`config.mk`:
```
export PLATFORM = sky130hd
export DESIGN_NAME = ssp_top
export DESIGN_NICKNAME = d
export VERILOG_FILES = /design/src/ssp_pkg.sv /design/src/ssp_fifo_if.sv /design/src/ssp_top.sv /design/src/ssp_rx_fifo.sv
export SDC_FILE = /design/constraint.sdc
export NUM_CORES = 1
export LEC_CHECK = 0
export ABC_AREA = 1
export BUFFER_PORTS_ARGS = -buffer_cell sky130_fd_sc_hd__buf_4
export CAP_MARGIN = 25
export CORE_ASPECT_RATIO = 0.6
export CORE_MARGIN = 2
export CORE_UTILIZATION = 55
export DETAILED_ROUTE_END_ITERATION = 8
export HOLD_SLACK_MARGIN = 0.12
export PLACE_DENSITY = 0.79
export SYNTH_ARGS = -nofsm -noshare
export SYNTH_HDL_FRONTEND = slang
export SYNTH_SLANG_ARGS = --single-unit
export TNS_END_PERCENT = 30
```
`constraint.sdc`:
```
create_clock -name hclk -period 2.3 [get_ports hclk]
set_input_delay 0.345 -clock hclk [delete_from_list [all_inputs] [get_ports hclk]]
set_output_delay 0.345 -clock hclk [all_outputs]
set_load 0.005 [all_outputs]
```
`src/ssp_pkg.sv`:
```
// Shared constants for the synchronous serial port: register map, fields, reset values
package ssp_pkg;

   ////////////////////////////////////////////////////////////////////////////////
   // Register byte offsets
   localparam logic [7:0] OFS_TX_STATUS = 8'h00;
   localparam logic [7:0] OFS_RX_STATUS = 8'h04;
   localparam logic [7:0] OFS_BAUD_CTRL = 8'h08;
   localparam logic [7:0] OFS_DIV_LO    = 8'h0C;
   localparam logic [7:0] OFS_DIV_HI    = 8'h10;
   localparam logic [7:0] OFS_TX_DATA   = 8'h14;
   localparam logic [7:0] OFS_RX_DATA   = 8'h18;
   localparam logic [7:0] OFS_IRQ_CTRL  = 8'h1C;

   ////////////////////////////////////////////////////////////////////////////////
   // Transmit status and control fields
   localparam int TX_MCS       = 7;   // Master clock source
   localparam int TX_NINE      = 6;   // Nine bit transmit select
   localparam int TX_EN        = 5;   // Transmit enable
   localparam int TX_SYNC      = 4;   // Synchronous mode select
   localparam int TX_TSR_EMPTY = 1;   // Shift register empty, read only
   localparam int TX_NINTH     = 0;   // Ninth transmit bit

   // Receive status and control fields
   localparam int RX_SERIAL_PORT_ENABLE  = 7;       // Serial port enable
   localparam int RX_NINE  = 6;       // Nine bit receive select
   localparam int RX_SINGLE_CHAR_RX_ENABLE  = 5;       // Single character receive enable
   localparam int RX_CONTINUOUS_RX_ENABLE  = 4;       // Continuous receive enable
   localparam int RX_OVERRUN_ERROR_FLAG  = 1;       // Overrun error, read only
   localparam int RX_NINTH = 0;       // Ninth bit of oldest character, read only

   // Baud control fields
   localparam int BC_RX_IDLE = 6;     // Receiver idle, read only
   localparam int BC_WIDE    = 3;     // Wide baud select, stored only

   // Interrupt enable and flag fields
   localparam int IE_RX     = 0;
   localparam int IE_TX     = 1;
   localparam int IE_PERI   = 2;
   localparam int IE_GLOBAL = 3;
   localparam int IF_RX     = 4;
   localparam int IF_TX     = 5;

   ////////////////////////////////////////////////////////////////////////////////
   // Write masks and reset values
   localparam logic [7:0]  TX_WR_MASK   = 8'hF1;
   localparam logic [7:0]  RX_WR_MASK   = 8'hF0;
   localparam logic [7:0]  BAUD_WR_MASK = 8'h08;
   localparam logic [7:0]  CTRL_RST     = 8'h00;
   localparam logic [15:0] DIV_RST      = 16'h0000;
   localparam logic [3:0]  IEN_RST      = 4'h0;

   // Character geometry
   localparam int          CHAR_W      = 9;
   localparam logic [3:0]  LAST_NARROW = 4'h7;
   localparam logic [3:0]  LAST_WIDE   = 4'h8;

endpackage

```
`src/ssp_fifo_if.sv`:
```
// Interface between the serial port core and its receive character queue
`timescale 1ns/1ps
interface ssp_fifo_if;
   logic       push;
   logic       pop;
   logic       flush;
   logic [8:0] wdata;
   logic [8:0] head;
   logic       full;
   logic       empty;
   modport fifo (input push, input pop, input flush, input wdata,
                 output head, output full, output empty);
   modport user (output push, output pop, output flush, output wdata,
                 input head, input full, input empty);
endinterface

```
`src/ssp_top.sv`:
```
// Synchronous serial port core: bus slave, link shifter, master clock
//
// Functional notes
// - Master reception starts on single or continuous enable; no clocks before.
// - Nine bit select gives nine bit characters, otherwise eight.
// - Completed character sets receive flag; request only with receive enable.
// - Data read returns low eight bits of oldest unread character.
// - Overrun cleared by clearing continuous enable or port enable.
// - Sync select one is synchronous; clock source zero makes a slave.
// - Slave transmits with both receive enables clear, else receives; needs enable.
// - Slave transmit behaves as master transmit, clock taken from pin.
// - Two writes: first shifts out, second held, buffer flag stays clear.
// - After first shifts out, held one loads and buffer flag sets.
// - Buffer flag wakes with peripheral and transmit enables; handler needs global.
// - Slave receive acts continuous; single enable alone also receives there and is never cleared.
// - Slave character received in sleep reaches queue and may wake.
// - Single receive gives one character of clocks then clears itself.
// - Continuous cleared mid character stops clock and drops partial character.
// - Two character queue; third character sets overrun, keeps data, blocks.
// - Data changes on leading edge, sampled on trailing; one bit per clock.
`timescale 1ns/1ps
module ssp_top import ssp_pkg::*; (
   input  wire logic        hclk,
   input  wire logic        hresetn,
   input  wire logic        hsel,
   input  wire logic [31:0] haddr,
   input  wire logic [1:0]  htrans,
   input  wire logic        hwrite,
   input  wire logic [2:0]  hsize,
   input  wire logic [31:0] hwdata,
   input  wire logic        hready,
   output logic             hreadyout,
   output logic [31:0]      hrdata,
   output logic             hresp,
   input  wire logic        ck_i,
   output logic             ck_o,
   output logic             ck_oe,
   input  wire logic        dt_i,
   output logic             dt_o,
   output logic             dt_oe,
   output logic             wake_o,
   output logic             irq_o
);
   ssp_fifo_if q ();

   logic              ap_v_q, ap_v_d, ap_wr_q, ap_wr_d, rd_done_q, rd_done_d;
   logic [7:0]        ap_addr_q, ap_addr_d, hrdata_q, hrdata_d, rd_mux;
   logic [7:0]        tx_ctl_q, tx_ctl_d, rx_ctl_q, rx_ctl_d, baud_q, baud_d;
   logic [15:0]       div_q, div_d, divcnt_q, divcnt_d;
   logic [3:0]        ien_q, ien_d, bitcnt_q, bitcnt_d, rx_last, tx_last;
   logic [CHAR_W-1:0] hold_q, hold_d, tsr_q, tsr_d, rsr_q, rsr_d, rx_full, rx_char;
   logic              hold_v_q, hold_v_d, busy_q, busy_d, started_q, started_d;
   logic              overrun_error_flag_q, overrun_error_flag_d, mck_q, mck_d, rx_done;
   logic              ck_s1_q, ck_s2_q, ck_s3_q, dt_s1_q, dt_s2_q;
   logic              wr_commit, rd_phase, rd_pop, tx_write, serial_port_enable, sync_on, master;
   logic              single_char_rx_enable, continuous_rx_enable, rx_mode, rx_go, tx_mode, gen_run, div_tick;
   logic              lead, trail, rx_complete_flag, tx_buffer_free_flag;

   ////////////////////////////////////////////////////////////////////////////////
   // Bus slave: writes complete at once, reads take one wait cycle
   assign wr_commit = ap_v_q & ap_wr_q;
   assign rd_phase  = ap_v_q & ~ap_wr_q & ~rd_done_q;
   assign rd_pop    = rd_phase & (ap_addr_q == OFS_RX_DATA) & ~q.empty;
   assign tx_write  = wr_commit & (ap_addr_q == OFS_TX_DATA);
   assign hreadyout = ~rd_phase;
   assign hresp     = 1'b0;
   assign hrdata    = {24'h000000, hrdata_q};

   // Read data selection
   always_comb begin
      rd_mux = 8'h00;
      if (ap_addr_q == OFS_TX_STATUS) begin
         rd_mux               = tx_ctl_q;
         rd_mux[TX_TSR_EMPTY] = ~busy_q;
      end else if (ap_addr_q == OFS_RX_STATUS) begin
         rd_mux           = rx_ctl_q;
         rd_mux[RX_OVERRUN_ERROR_FLAG]  = overrun_error_flag_q;
         rd_mux[RX_NINTH] = q.head[8];
      end else if (ap_addr_q == OFS_BAUD_CTRL) begin
         rd_mux             = baud_q;
         rd_mux[BC_RX_IDLE] = ~rx_go;
      end else if (ap_addr_q == OFS_DIV_LO) begin
         rd_mux = div_q[7:0];
      end else if (ap_addr_q == OFS_DIV_HI) begin
         rd_mux = div_q[15:8];
      end else if (ap_addr_q == OFS_RX_DATA) begin
         rd_mux = q.head[7:0];
      end else if (ap_addr_q == OFS_IRQ_CTRL) begin
         rd_mux        = {4'h0, ien_q};
         rd_mux[IF_RX] = rx_complete_flag;
         rd_mux[IF_TX] = tx_buffer_free_flag;
      end
   end

   // Address phase capture and read data register
   always_comb begin
      ap_v_d    = ap_v_q;
      ap_wr_d   = ap_wr_q;
      ap_addr_d = ap_addr_q;
      rd_done_d = rd_phase;
      hrdata_d  = rd_phase ? rd_mux : hrdata_q;
      if (hready) begin
         ap_v_d    = hsel & htrans[1];
         ap_wr_d   = hwrite;
         ap_addr_d = {haddr[7:2], 2'b00};
      end
   end

   always_ff @(posedge hclk or negedge hresetn) begin
      if (!hresetn) begin
         ap_v_q    <= 1'b0;
         ap_wr_q   <= 1'b0;
         ap_addr_q <= 8'h00;
         rd_done_q <= 1'b0;
         hrdata_q  <= 8'h00;
      end else begin
         ap_v_q    <= ap_v_d;
         ap_wr_q   <= ap_wr_d;
         ap_addr_q <= ap_addr_d;
         rd_done_q <= rd_done_d;
         hrdata_q  <= hrdata_d;
      end
   end

   ////////////////////////////////////////////////////////////////////////////////
   // Link pin synchronisers
   always_ff @(posedge hclk or negedge hresetn) begin
      if (!hresetn) begin
         ck_s1_q <= 1'b0;
         ck_s2_q <= 1'b0;
         ck_s3_q <= 1'b0;
         dt_s1_q <= 1'b0;
         dt_s2_q <= 1'b0;
      end else begin
         ck_s1_q <= ck_i;
         ck_s2_q <= ck_s1_q;
         ck_s3_q <= ck_s2_q;
         dt_s1_q <= dt_i;
         dt_s2_q <= dt_s1_q;
      end
   end

   ////////////////////////////////////////////////////////////////////////////////
   // Mode decode
   assign serial_port_enable    = rx_ctl_q[RX_SERIAL_PORT_ENABLE];
   assign sync_on = serial_port_enable & tx_ctl_q[TX_SYNC];
   assign master  = tx_ctl_q[TX_MCS];
   assign single_char_rx_enable    = rx_ctl_q[RX_SINGLE_CHAR_RX_ENABLE];
   assign continuous_rx_enable    = rx_ctl_q[RX_CONTINUOUS_RX_ENABLE];
   assign rx_mode = sync_on & (single_char_rx_enable | continuous_rx_enable);
   assign rx_go   = rx_mode & ~overrun_error_flag_q;
   assign tx_mode = sync_on & ~(single_char_rx_enable | continuous_rx_enable) & tx_ctl_q[TX_EN];
   assign rx_last = rx_ctl_q[RX_NINE] ? LAST_WIDE : LAST_NARROW;
   assign tx_last = tx_ctl_q[TX_NINE] ? LAST_WIDE : LAST_NARROW;
   assign rx_full = {dt_s2_q, rsr_q[8:1]};
   assign rx_char = rx_ctl_q[RX_NINE] ? rx_full : {1'b0, rx_full[8:1]};

   // Master clock runs only while a character is due; edges from pin otherwise
   assign gen_run  = master & (rx_go | (tx_mode & busy_q));
   assign div_tick = gen_run & (divcnt_q == div_q);
   assign lead     = master ? (div_tick & ~mck_q) : (ck_s2_q & ~ck_s3_q);
   assign trail    = master ? (div_tick & mck_q) : (~ck_s2_q & ck_s3_q);

   // Pins and flags
   assign ck_o   = mck_q;
   assign ck_oe  = sync_on & master;
   assign dt_o   = tsr_q[0];
   assign dt_oe  = tx_mode;
   assign rx_complete_flag   = ~q.empty;
   assign tx_buffer_free_flag   = ~hold_v_q;
   assign wake_o = ien_q[IE_PERI] & ((ien_q[IE_RX] & rx_complete_flag) | (ien_q[IE_TX] & tx_buffer_free_flag));
   assign irq_o  = wake_o & ien_q[IE_GLOBAL];

   assign q.pop   = rd_pop;
   assign q.flush = ~serial_port_enable;
   assign q.wdata = rx_char;
   assign q.push  = rx_done & (~q.full | rd_pop);

   ////////////////////////////////////////////////////////////////////////////////
   // Registers, shifters and clock generator: next values
   always_comb begin
      tx_ctl_d  = tx_ctl_q;
      rx_ctl_d  = rx_ctl_q;
      baud_d    = baud_q;
      div_d     = div_q;
      ien_d     = ien_q;
      hold_d    = hold_q;
      hold_v_d  = hold_v_q;
      tsr_d     = tsr_q;
      busy_d    = busy_q;
      started_d = started_q;
      bitcnt_d  = bitcnt_q;
      rsr_d     = rsr_q;
      overrun_error_flag_d    = overrun_error_flag_q;
      mck_d     = mck_q;
      divcnt_d  = divcnt_q;
      rx_done   = 1'b0;
      // Software writes
      if (wr_commit) begin
         if (ap_addr_q == OFS_TX_STATUS) begin
            tx_ctl_d = hwdata[7:0] & TX_WR_MASK;
         end else if (ap_addr_q == OFS_RX_STATUS) begin
            rx_ctl_d = hwdata[7:0] & RX_WR_MASK;
         end else if (ap_addr_q == OFS_BAUD_CTRL) begin
            baud_d = hwdata[7:0] & BAUD_WR_MASK;
         end else if (ap_addr_q == OFS_DIV_LO) begin
            div_d[7:0] = hwdata[7:0];
         end else if (ap_addr_q == OFS_DIV_HI) begin
            div_d[15:8] = hwdata[7:0];
         end else if (ap_addr_q == OFS_TX_DATA) begin
            hold_d   = {tx_ctl_q[TX_NINTH], hwdata[7:0]};
            hold_v_d = 1'b1;
         end else if (ap_addr_q == OFS_IRQ_CTRL) begin
            ien_d = hwdata[3:0];
         end
      end
      // Overrun clears: continuous enable dropped, or data read in single mode
      if (continuous_rx_enable & ~rx_ctl_d[RX_CONTINUOUS_RX_ENABLE]) begin
         overrun_error_flag_d = 1'b0;
      end
      if (rd_pop & ~continuous_rx_enable) begin
         overrun_error_flag_d = 1'b0;
      end
      // Master clock divider; idle low when stopped
      if (gen_run) begin
         if (div_tick) begin
            divcnt_d = 16'h0000;
            mck_d    = ~mck_q;
         end else begin
            divcnt_d = divcnt_q + 16'h0001;
         end
      end else begin
         divcnt_d = 16'h0000;
         mck_d    = 1'b0;
      end
      // Transmit and receive shifters
      if (tx_mode) begin
         if (!busy_q) begin
            if (hold_v_q) begin
               tsr_d     = hold_q;
               busy_d    = 1'b1;
               started_d = 1'b0;
               bitcnt_d  = 4'h0;
               if (!tx_write) begin
                  hold_v_d = 1'b0;
               end
            end
         end else begin
            if (lead) begin
               if (started_q) begin
                  tsr_d = {1'b0, tsr_q[8:1]};
               end
               started_d = 1'b1;
            end
            if (trail && started_q) begin
               if (bitcnt_q == tx_last) begin
                  busy_d   = 1'b0;
                  bitcnt_d = 4'h0;
               end else begin
                  bitcnt_d = bitcnt_q + 4'h1;
               end
            end
         end
      end else if (rx_go) begin
         busy_d    = 1'b0;
         started_d = 1'b0;
         if (trail) begin
            rsr_d = rx_full;
            if (bitcnt_q == rx_last) begin
               bitcnt_d = 4'h0;
               rx_done  = 1'b1;
               if (q.full && !rd_pop) begin
                  overrun_error_flag_d = 1'b1;
               end
               if (master) begin
                  rx_ctl_d[RX_SINGLE_CHAR_RX_ENABLE] = 1'b0;
               end
            end else begin
               bitcnt_d = bitcnt_q + 4'h1;
            end
         end
      end else begin
         busy_d    = 1'b0;
         started_d = 1'b0;
         bitcnt_d  = 4'h0;
         rsr_d     = '0;
      end
      // Port disable returns the link side to idle
      if (!serial_port_enable) begin
         hold_v_d = 1'b0;
         overrun_error_flag_d   = 1'b0;
         tsr_d    = '0;
      end
   end

   always_ff @(posedge hclk or negedge hresetn) begin
      if (!hresetn) begin
         tx_ctl_q  <= CTRL_RST;
         rx_ctl_q  <= CTRL_RST;
         baud_q    <= CTRL_RST;
         div_q     <= DIV_RST;
         ien_q     <= IEN_RST;
         hold_q    <= '0;
         hold_v_q  <= 1'b0;
         tsr_q     <= '0;
         busy_q    <= 1'b0;
         started_q <= 1'b0;
         bitcnt_q  <= 4'h0;
         rsr_q     <= '0;
         overrun_error_flag_q    <= 1'b0;
         mck_q     <= 1'b0;
         divcnt_q  <= DIV_RST;
      end else begin
         tx_ctl_q  <= tx_ctl_d;
         rx_ctl_q  <= rx_ctl_d;
         baud_q    <= baud_d;
         div_q     <= div_d;
         ien_q     <= ien_d;
         hold_q    <= hold_d;
         hold_v_q  <= hold_v_d;
         tsr_q     <= tsr_d;
         busy_q    <= busy_d;
         started_q <= started_d;
         bitcnt_q  <= bitcnt_d;
         rsr_q     <= rsr_d;
         overrun_error_flag_q    <= overrun_error_flag_d;
         mck_q     <= mck_d;
         divcnt_q  <= divcnt_d;
      end
   end

   // Receive character queue
   ssp_rx_fifo u_rx_fifo (
      .hclk    (hclk),
      .hresetn (hresetn),
      .q       (q)
   );
endmodule // ssp_top

```
`src/ssp_rx_fifo.sv`:
```
// Two character receive queue with registered head
`timescale 1ns/1ps
module ssp_rx_fifo import ssp_pkg::*; (
   input  wire logic hclk,
   input  wire logic hresetn,
   ssp_fifo_if.fifo  q
);
   logic [CHAR_W-1:0] slot0_q, slot0_d, slot1_q, slot1_d;
   logic [1:0]        cnt_q, cnt_d;

   // Next queue contents; pop shifts slot1 forward
   always_comb begin
      slot0_d = slot0_q;
      slot1_d = slot1_q;
      cnt_d   = cnt_q;
      if (q.flush) begin
         cnt_d = 2'h0;
      end else if (q.push && q.pop && cnt_q != 2'h0) begin
         if (cnt_q == 2'h1) begin
            slot0_d = q.wdata;
         end else begin
            slot0_d = slot1_q;
            slot1_d = q.wdata;
         end
      end else if (q.push && cnt_q != 2'h2) begin
         if (cnt_q == 2'h0) begin
            slot0_d = q.wdata;
         end else begin
            slot1_d = q.wdata;
         end
         cnt_d = cnt_q + 2'h1;
      end else if (q.pop && cnt_q != 2'h0) begin
         slot0_d = slot1_q;
         cnt_d   = cnt_q - 2'h1;
      end
   end

   // Queue registers
   always_ff @(posedge hclk or negedge hresetn) begin
      if (!hresetn) begin
         slot0_q <= '0;
         slot1_q <= '0;
         cnt_q   <= 2'h0;
      end else begin
         slot0_q <= slot0_d;
         slot1_q <= slot1_d;
         cnt_q   <= cnt_d;
      end
   end

   assign q.head  = slot0_q;
   assign q.full  = (cnt_q == 2'h2);
   assign q.empty = (cnt_q == 2'h0);
endmodule // ssp_rx_fifo

```
==> results of run 1 <==
[per-layer routing]
layer | up-vias | track usage [%] | share of wire [%]
met3 | 38 | 9.54 | 11
li1 | 2825 | - | -
met2 | 284 | 37.6 | 40
met4 | 3 | 8.30 | 1.7
met5 | - | 0 | 0.50
met1 | 2755 | 40.8 | 47
[sequential cells by signal, summed over array words and instances (netlist names), 8 cells and up]
register           flops
u_rx_fifo.q.head       9
divcnt_q              16
u_rx_fifo.slot1_q      9
hold_q                 9
div_q                 16
hrdata_q               8
tsr_q                  9
rsr_q                  8
[final timing paths]
kind                                        to        start  slack, ns  cells after the start
setup / recovery           u_rx_fifo.q.head[7]  tx_ctl_q[4]       0.12                     15
hold / removal                    ap_addr_q[5]     haddr[5]       0.15                      3
setup reg to reg           u_rx_fifo.q.head[7]  tx_ctl_q[4]       0.12                     15
hold reg to reg                        dt_s2_q      dt_s1_q       0.35                      0
max in group asynchronous               busy_q      hresetn       1.37                      3
min in group asynchronous          divcnt_q[0]      hresetn       0.33                      2
[metrics by stage]
| step | instance area, um2 | cells | setup TNS [ns] | hold WS, ns | setup WS (ns) |
|---|---|---|---|---|---|
| 2_1_floorplan | 6780 | 873 | 0 | 0.0494 | 0.417 |
| 3_3_place_gp | 7180 | 1056 | 0 | 0.211 | 0.121 |
| 3_5_place_dp | 7180 | 1056 | 0 | 0.209 | 0.0816 |
| 4_1_cts | 7810 | 1090 | 0 | 0.143 | 0.0287 |
| 5_1_grt | 7870 | 1090 | -0.0608 | 0.157 | -0.0380 |
| 6_report | 7870 | 1090 | 0 | 0.149 | 0.117 |
[timing repair]
item | 4_1_cts | 5_1_grt
endpoints found under the hold margin | 103 | 0
hold buffers | 3 | 0
resized for setup | 0 | 13
setup endpoints to repair | 0 | 27
[Yosys cell counts (6+ instances only)]
| library cell | instances | area, um2 |
|---|---|---|
| sky130_fd_sc_hd__nand3_1 | 32 | 160 |
| sky130_fd_sc_hd__o21ai_1 | 23 | 115 |
| sky130_fd_sc_hd__inv_1 | 74 | 278 |
| sky130_fd_sc_hd__xor2_1 | 8 | 70.1 |
| sky130_fd_sc_hd__nor2_1 | 76 | 285 |
| sky130_fd_sc_hd__nor2_2 | 7 | 43.8 |
| sky130_fd_sc_hd__clkbuf_1 | 11 | 41.3 |
| sky130_fd_sc_hd__inv_2 | 22 | 82.6 |
| sky130_fd_sc_hd__buf_4 | 25 | 188 |
| sky130_fd_sc_hd__nand4_1 | 18 | 113 |
| sky130_fd_sc_hd__nand2_1 | 248 | 931 |
| sky130_fd_sc_hd__dfrtp_1 | 123 | 3080 |
| sky130_fd_sc_hd__nor3_1 | 6 | 30.0 |
| sky130_fd_sc_hd__o211ai_1 | 6 | 45.0 |
| sky130_fd_sc_hd__o21ai_0 | 66 | 330 |
| sky130_fd_sc_hd__a21oi_1 | 19 | 95.1 |
[critical path, stage by stage (launching register included)]
cell,delay (ns)
sky130_fd_sc_hd__dfrtp_1,0.38
sky130_fd_sc_hd__nand2_1,0.11
sky130_fd_sc_hd__inv_1,0.11
sky130_fd_sc_hd__nand3_4,0.12
sky130_fd_sc_hd__nor2_4,0.16
sky130_fd_sc_hd__nor2_2,0.07
sky130_fd_sc_hd__nor2_4,0.15
sky130_fd_sc_hd__nand4_4,0.13
sky130_fd_sc_hd__nand2_4,0.13
sky130_fd_sc_hd__nand3_4,0.14
sky130_fd_sc_hd__buf_4,0.21
sky130_fd_sc_hd__inv_2,0.10
sky130_fd_sc_hd__nand2_1,0.06
sky130_fd_sc_hd__nand3_1,0.09
sky130_fd_sc_hd__nand2_1,0.08
sky130_fd_sc_hd__nand2_1,0.08
[area by class of cell]
class	instances	share of cell area, %
Clock buffer	20	5.80
Clock inverter	11	1.84
Inverter	100	4.80
Multi-Input combinational cell	605	39.1
Sequential cell	123	39.1
Tap cell	165	2.62
Timing Repair Buffer	66	6.76
[kinds of logic (layout without fill, tap and decap cells)]
kind of cell	count (synthesis)	after routing
xor gates and xnor gates	10	10
other	1	25
adders and majority gates	5	5
DFF	123	123
AOI/OAI and AO/OA	141	141
buffers and inverters	145	197
muxes	5	5
and+or+nand+nor	419	419
[power groups by stage]
stage | registers [mW] | clock network (mW) | logic, mW
detailed placement | 2.65 | 0 | 1.29
finish | 2.63 | 2.73 | 1.34
global route | 2.66 | 2.84 | 1.50
CTS | 2.62 | 2.74 | 1.32
floorplan | 2.61 | 0 | 0.855
global placement | 2.64 | 0 | 1.26
==> summary.md, run 1 <==
| Metric | Value |
|---|---|
| Post-layout total power | `~6.7 mW` |
| Hold Fails Final Rpt | `0` |
| Max capacitance violation total | `0` |
| Portion of netlist area occupied by mux cells | `0.841%` |
| Transition time of the tightest slew-check pin | `0.606 ns` |
| Classification of the worst-slack hold path | `in -> reg` |
| Capturing element type of the critical path | `flop` |
| Number of fill cells in the layout | `1,032` |
| Clock period minus final worst setup slack | `approximately 2.2 ns` |
| Overall fraction of global-route tracks in use | `27.4%` |
| Num rows | `31` |
| Register area share after synthesis | `46.0%` |
| Portion of total power attributed to the clock network | `between 40% and 50%` |
| Sequential cell area | `3080 um2` |
| Layout cells sized above 1 | `17.7%` |
| Average vias per placed instance | `5.42` |
| H-tree lvl count | `4` |
| Post-synthesis share of cell area spent on and, or, nand and nor gates | `28.6%` |
| Commonest non-fill, non-tap cell in the layout | `sky130_fd_sc_hd__nand2_1` |
| Gate Count Post-Synth | `849` |
| Via count of the first global-routing pass | `5,307` |
| Count of different cell masters after synthesis | `53` |
| CP Data Arrival Time | `2.53 ns` |
| Sequential power share | `around two fifths` |
| Pin count of the biggest net entering global routing | `68` |
| Final core occ | `65.9%` |
| DRT antenna net count | `0` |
| Power density cells | `850 nW/um2` |
| Count of flip-flops with a built-in enable after synthesis | `0` |
| Setup Skew | `0.00904 ns` |
| Floorplan die width | `146 um` |
| Setup repair after global routing missed its margin | `true` |
| Final-report max-slew violation count | `0` |
| Setup Buffers After CTS | `0` |
| Footprint of the multi-input gates | `3070 um2` |
| Combinational family with the most area after synthesis | `simple AND/OR/NAND/NOR gates` |
| Internal power | `4.66 mW` |
| Number of register bits inferred by synthesis | `between 100 and 150` |
| Period utilization | `between 90% and 100%` |
| Clock transition time at the flip-flop clock pins of the worst setup and hold paths | `0.06 ns` |
| Vertical extent of the die | `89.4 um` |
| Fraction of power spent switching nets | `30.3%` |
| CTS tree | `done` |
| First-pass GRT wire length | `27,400 um` |
| Half-perimeter wire length after placement | `12,100 um` |
| Share of total power in combinational logic | `20.0%` |
| Maximum clock frequency | `458 MHz` |
| Netlist Area Pre-Place | `6690 um2` |
| CP max FO | `8` |
| Total iterations of the first detailed-routing run | `5` |
| Most used flip-flop cell after synthesis | `sky130_fd_sc_hd__dfrtp_1` |
| Post-synthesis compound-gate area fraction | `12.1%` |
| Worst slew slack as a fraction of its limit | `59.2%` |
| Inserted Clock Buffers | `17` |
| Final number of setup-violating endpoints | `0` |
| Clock insertion delay at the later pin of the skew report | `approximately 0.42 ns` |
| Area share of xor/xnor cells in the synthesized design | `1.31%` |
| Via count | `5,905` |
| Number of top-level pins | `116` |
| Most used cells in the layout excluding fill and tap cells | `sky130_fd_sc_hd__nand2_1, sky130_fd_sc_hd__dfrtp_1, sky130_fd_sc_hd__inv_1, sky130_fd_sc_hd__nor2_1, sky130_fd_sc_hd__o21ai_0` |
| Setup CP Type | `reg -> reg` |
| Overflow left after global routing | `0` |
| Power dissipated by switching net loads | `roughly 2.0 mW` |
| Area of the die | `13,100 um2` |
| Peak supply drop | `0.614 mV` |
| CTS Sinks | `123` |
| Data required time of the critical path | `2.65 ns` |
| Leakage power summed over all cells | `3.99 nW` |
| Routability cong. | `0.941` |
| Antenna violations before repair | `0` |
| Initial cell density of the core | `56.0%` |
| Async S/R FF share, synth | `100%` |
| Root buffer selected by CTS | `sky130_fd_sc_hd__clkbuf_16` |
| Post-Synthesis Mean Instance Area | `7.88 um2` |
| IO buf count | `36` |
| DRC marker count from the first detailed-route iteration | `599` |
| Antenna diode instance count | `0` |
| Area of the core region | `11,900 um2` |
| WL final | `16,900 um` |
| Final Net Count | `994` |
| Area growth from synthesis to final layout | `17.6%` |
| Share of synthesized cell area in full adder, half adder and majority cells | `less than 1%` |
| Yosys warnings | `0` |
| Result of the run | `finished clean` |
| Maximum buffer depth of the clock tree | `2` |
| Crit path launch type | `flop` |
| Final routed wire length divided by cell count | `15.5 um` |
| Number of DRC violations after detailed routing | `0` |
Note: power is estimated with default switching activity, not from simulation.
==> run 2, diff against run 1 <==
CORE_ASPECT_RATIO = 0.8   (was 0.6)
CORE_MARGIN = default   (was 2)
HOLD_SLACK_MARGIN = 0.1   (was 0.12)
==> run 2 against run 1 <==
- sequential share of layout area up 0.40 points
- final cell count down 1.5%
- total power down 2.5%
- the flow now finishes with violations (design-rule violations)
- highest routed layer is now met4
- maximum frequency down 0.82%
==> summary.md, run 2 (same netlist as run 1, synthesis figures left out) <==
| Metric | Value |
|---|---|
| Result of the run | `complete, but fails checks` |
| Failing checks | `design-rule violations` |
| Via count | `5,794` |
| Critical R2R Capture | `u_rx_fifo.cnt_q[1]` |
| Area of the die | `12,600 um2` |
| CTS tree | `done` |
| Met3 wirelength from detailed routing | `1480 um` |
| Placed cell area | `7170 um2` |
| Setup slack after placement | `0.0476 ns` |
| Number of DRC violations after detailed routing | `10` |
| Start point of the critical path | `u_rx_fifo.cnt_q[0]` |
| Antenna violations before repair | `0` |
| Worst slew slack as a fraction of its limit | `between 60 and 70%` |
| Post-Route Hold Slack | `between 0.1 and 0.15 ns` |
| Average vias per placed instance | `approximately 5.4` |
| Area growth from synthesis to final layout | `16.6%` |
| Transition time of the tightest slew-check pin | `0.588 ns` |
| Clock transition time at the flip-flop clock pins of the worst setup and hold paths | `0.06 ns` |
| IO buf count | `36` |
| Cell area after layout | `7800 um2` |
| Antenna diode instance count | `0` |
| Post-layout total power | `6.53 mW` |
| DRC marker count from the first detailed-route iteration | `466` |
| Peak supply drop | `0.662 mV` |
| Num rows | `35` |
| DRT antenna net count | `0` |
| Overflow left after global routing | `0` |
| Classification of the worst-slack hold path | `in -> reg` |
| H-tree lvl count | `4` |
| Post-Layout Cell Count | `1,074` |
| Initial cell density of the core | `57.2%` |
| Leakage power summed over all cells | `3.98 nW` |
| Most used cells in the layout excluding fill and tap cells | `sky130_fd_sc_hd__nand2_1, sky130_fd_sc_hd__dfrtp_1, sky130_fd_sc_hd__inv_1, sky130_fd_sc_hd__nor2_1, sky130_fd_sc_hd__o21ai_0` |
| Total iterations of the first detailed-routing run | `7` |
| Via count of the first global-routing pass | `between 5,000 and 6,000` |
| Final-report max-slew violation count | `0` |
| CP Data Arrival Time | `1.86 ns` |
| Met1 Routed Length | `about 7700 um` |
| Hold Path Cell Cnt | `3` |
| Startpoint of the worst-slack reg-to-reg timing path | `rx_ctl_q[4]` |
| CP max FO | `4` |
| Hold Fails Final Rpt | `0` |
| Area of the core region | `11,700 um2` |
| Overall fraction of global-route tracks in use | `27.9%` |
| Hold path endpoint | `ap_addr_q[4]` |
| Commonest non-fill, non-tap cell in the layout | `sky130_fd_sc_hd__nand2_1` |
| Clock insertion delay at the later pin of the skew report | `between 0.4 and 0.5 ns` |
| Pin count of the biggest net entering global routing | `between 50 and 60` |
| WL final | `16,300 um` |
| Setup Skew | `between 0.007 and 0.008 ns` |
| Registers with the most flip-flops | `div_q: 16 flops, divcnt_q: 16 flops` |
| Worst min-delay path startpoint | `haddr[4]` |
| Vertical extent of the die | `101 um` |
| Root buffer selected by CTS | `sky130_fd_sc_hd__clkbuf_16` |
| Crit path launch type | `flop` |
| Setup CP Type | `reg -> out` |
| Post-Route Setup TNS | `0 ns` |
| Final core occ | `66.7%` |
| Layout cells sized above 1 | `17.9%` |
| Final worst-path setup slack | `0.0988 ns` |
| Final routed wire length divided by cell count | `15.2 um` |
| Inserted Clock Buffers | `17` |
| Routability cong. | `0.922` |
| First-pass GRT wire length | `26,700 um` |
| Number of top-level pins | `116` |
| Data required time of the critical path | `1.96 ns` |
| Half-perimeter wire length after placement | `11,900 um` |
| Max capacitance violation total | `0` |
| Top layer in use | `met4` |
| Maximum clock frequency | `454 MHz` |
| Floorplan die width | `125 um` |
| CTS Sinks | `between 100 and 150` |
| Maximum buffer depth of the clock tree | `2` |
| Period utilization | `95.7%` |
| Capturing element type of the critical path | `primary output` |
| Inst Count DP | `1,040` |
| Final number of setup-violating endpoints | `0` |
| Final Net Count | `between 900 and 1,000` |
| Clock period minus final worst setup slack | `2.20 ns` |
| Wire length on met2 | `6810 um` |
| Power density cells | `837 nW/um2` |
| R2r setup slk | `0.12 ns` |
| Reg2Reg Depth | `13` |
==> run 2: cell count changes in the layout (fill, tap and decap cells not counted), sizes merged <==
cell / before / now
clkbuf: 20 / 23
clkinvlp: 3 / 1
buf: 63 / 64
bufinv: 3 / 2
==> run 2: worst max-delay path by stage <==
stage / cells after the start / to
final: 6 / irq_o
after floorplan: 11 / u_rx_fifo.q.head[8]
after CTS: 13 / u_rx_fifo.slot1_q[6]
after global routing: 14 / u_rx_fifo.cnt_q[1]
after global placement: 13 / u_rx_fifo.slot1_q[8]
after detailed placement: 13 / u_rx_fifo.slot1_q[2]
==> run 2: report_power, final <==
group | total [mW] | switching, mW | internal [mW]
logic | 1.29 | 0.811 | 0.480
clock network | 2.60 | 0.942 | 1.66
registers | 2.63 | 0.204 | 2.43
total | 6.53 | 1.96 | 4.57
==> run 2: routing by layer <==
| layer | GRT usage [%] | vias up |
|---|---|---|
| met1 | 40.0 | 2709 |
| li1 | - | 2828 |
| met5 | 0 | - |
| met2 | 40.0 | 230 |
| met4 | 9.66 | 0 |
| met3 | 8.70 | 27 |
==> run 2: area by class of cell <==
type                       instances  area (um2)
clock buffer                      23         478
clock inverter                     8        92.6
fill                             936        3890
inverter                         100         378
multi-input combinational        605        3050
sequential                       123        3080
tap                              148         185
timing repair buffer              67         536
==> run 2: what timing repair did <==
action,CTS,global route
buffers inserted,0,0
hold buffers,3,0
endpoints found under the hold margin,33,0
resized for setup,0,11
setup endpoints to repair,0,28
==> run 2: worst max-delay path, cell delays in order (launching register included) <==
cell and delay (ns):
sky130_fd_sc_hd__dfrtp_1 0.40, sky130_fd_sc_hd__inv_1 0.13, sky130_fd_sc_hd__ha_2 0.27, sky130_fd_sc_hd__inv_1 0.12, sky130_fd_sc_hd__a22o_1 0.23, sky130_fd_sc_hd__and3_1 0.15
sky130_fd_sc_hd__buf_4 0.13
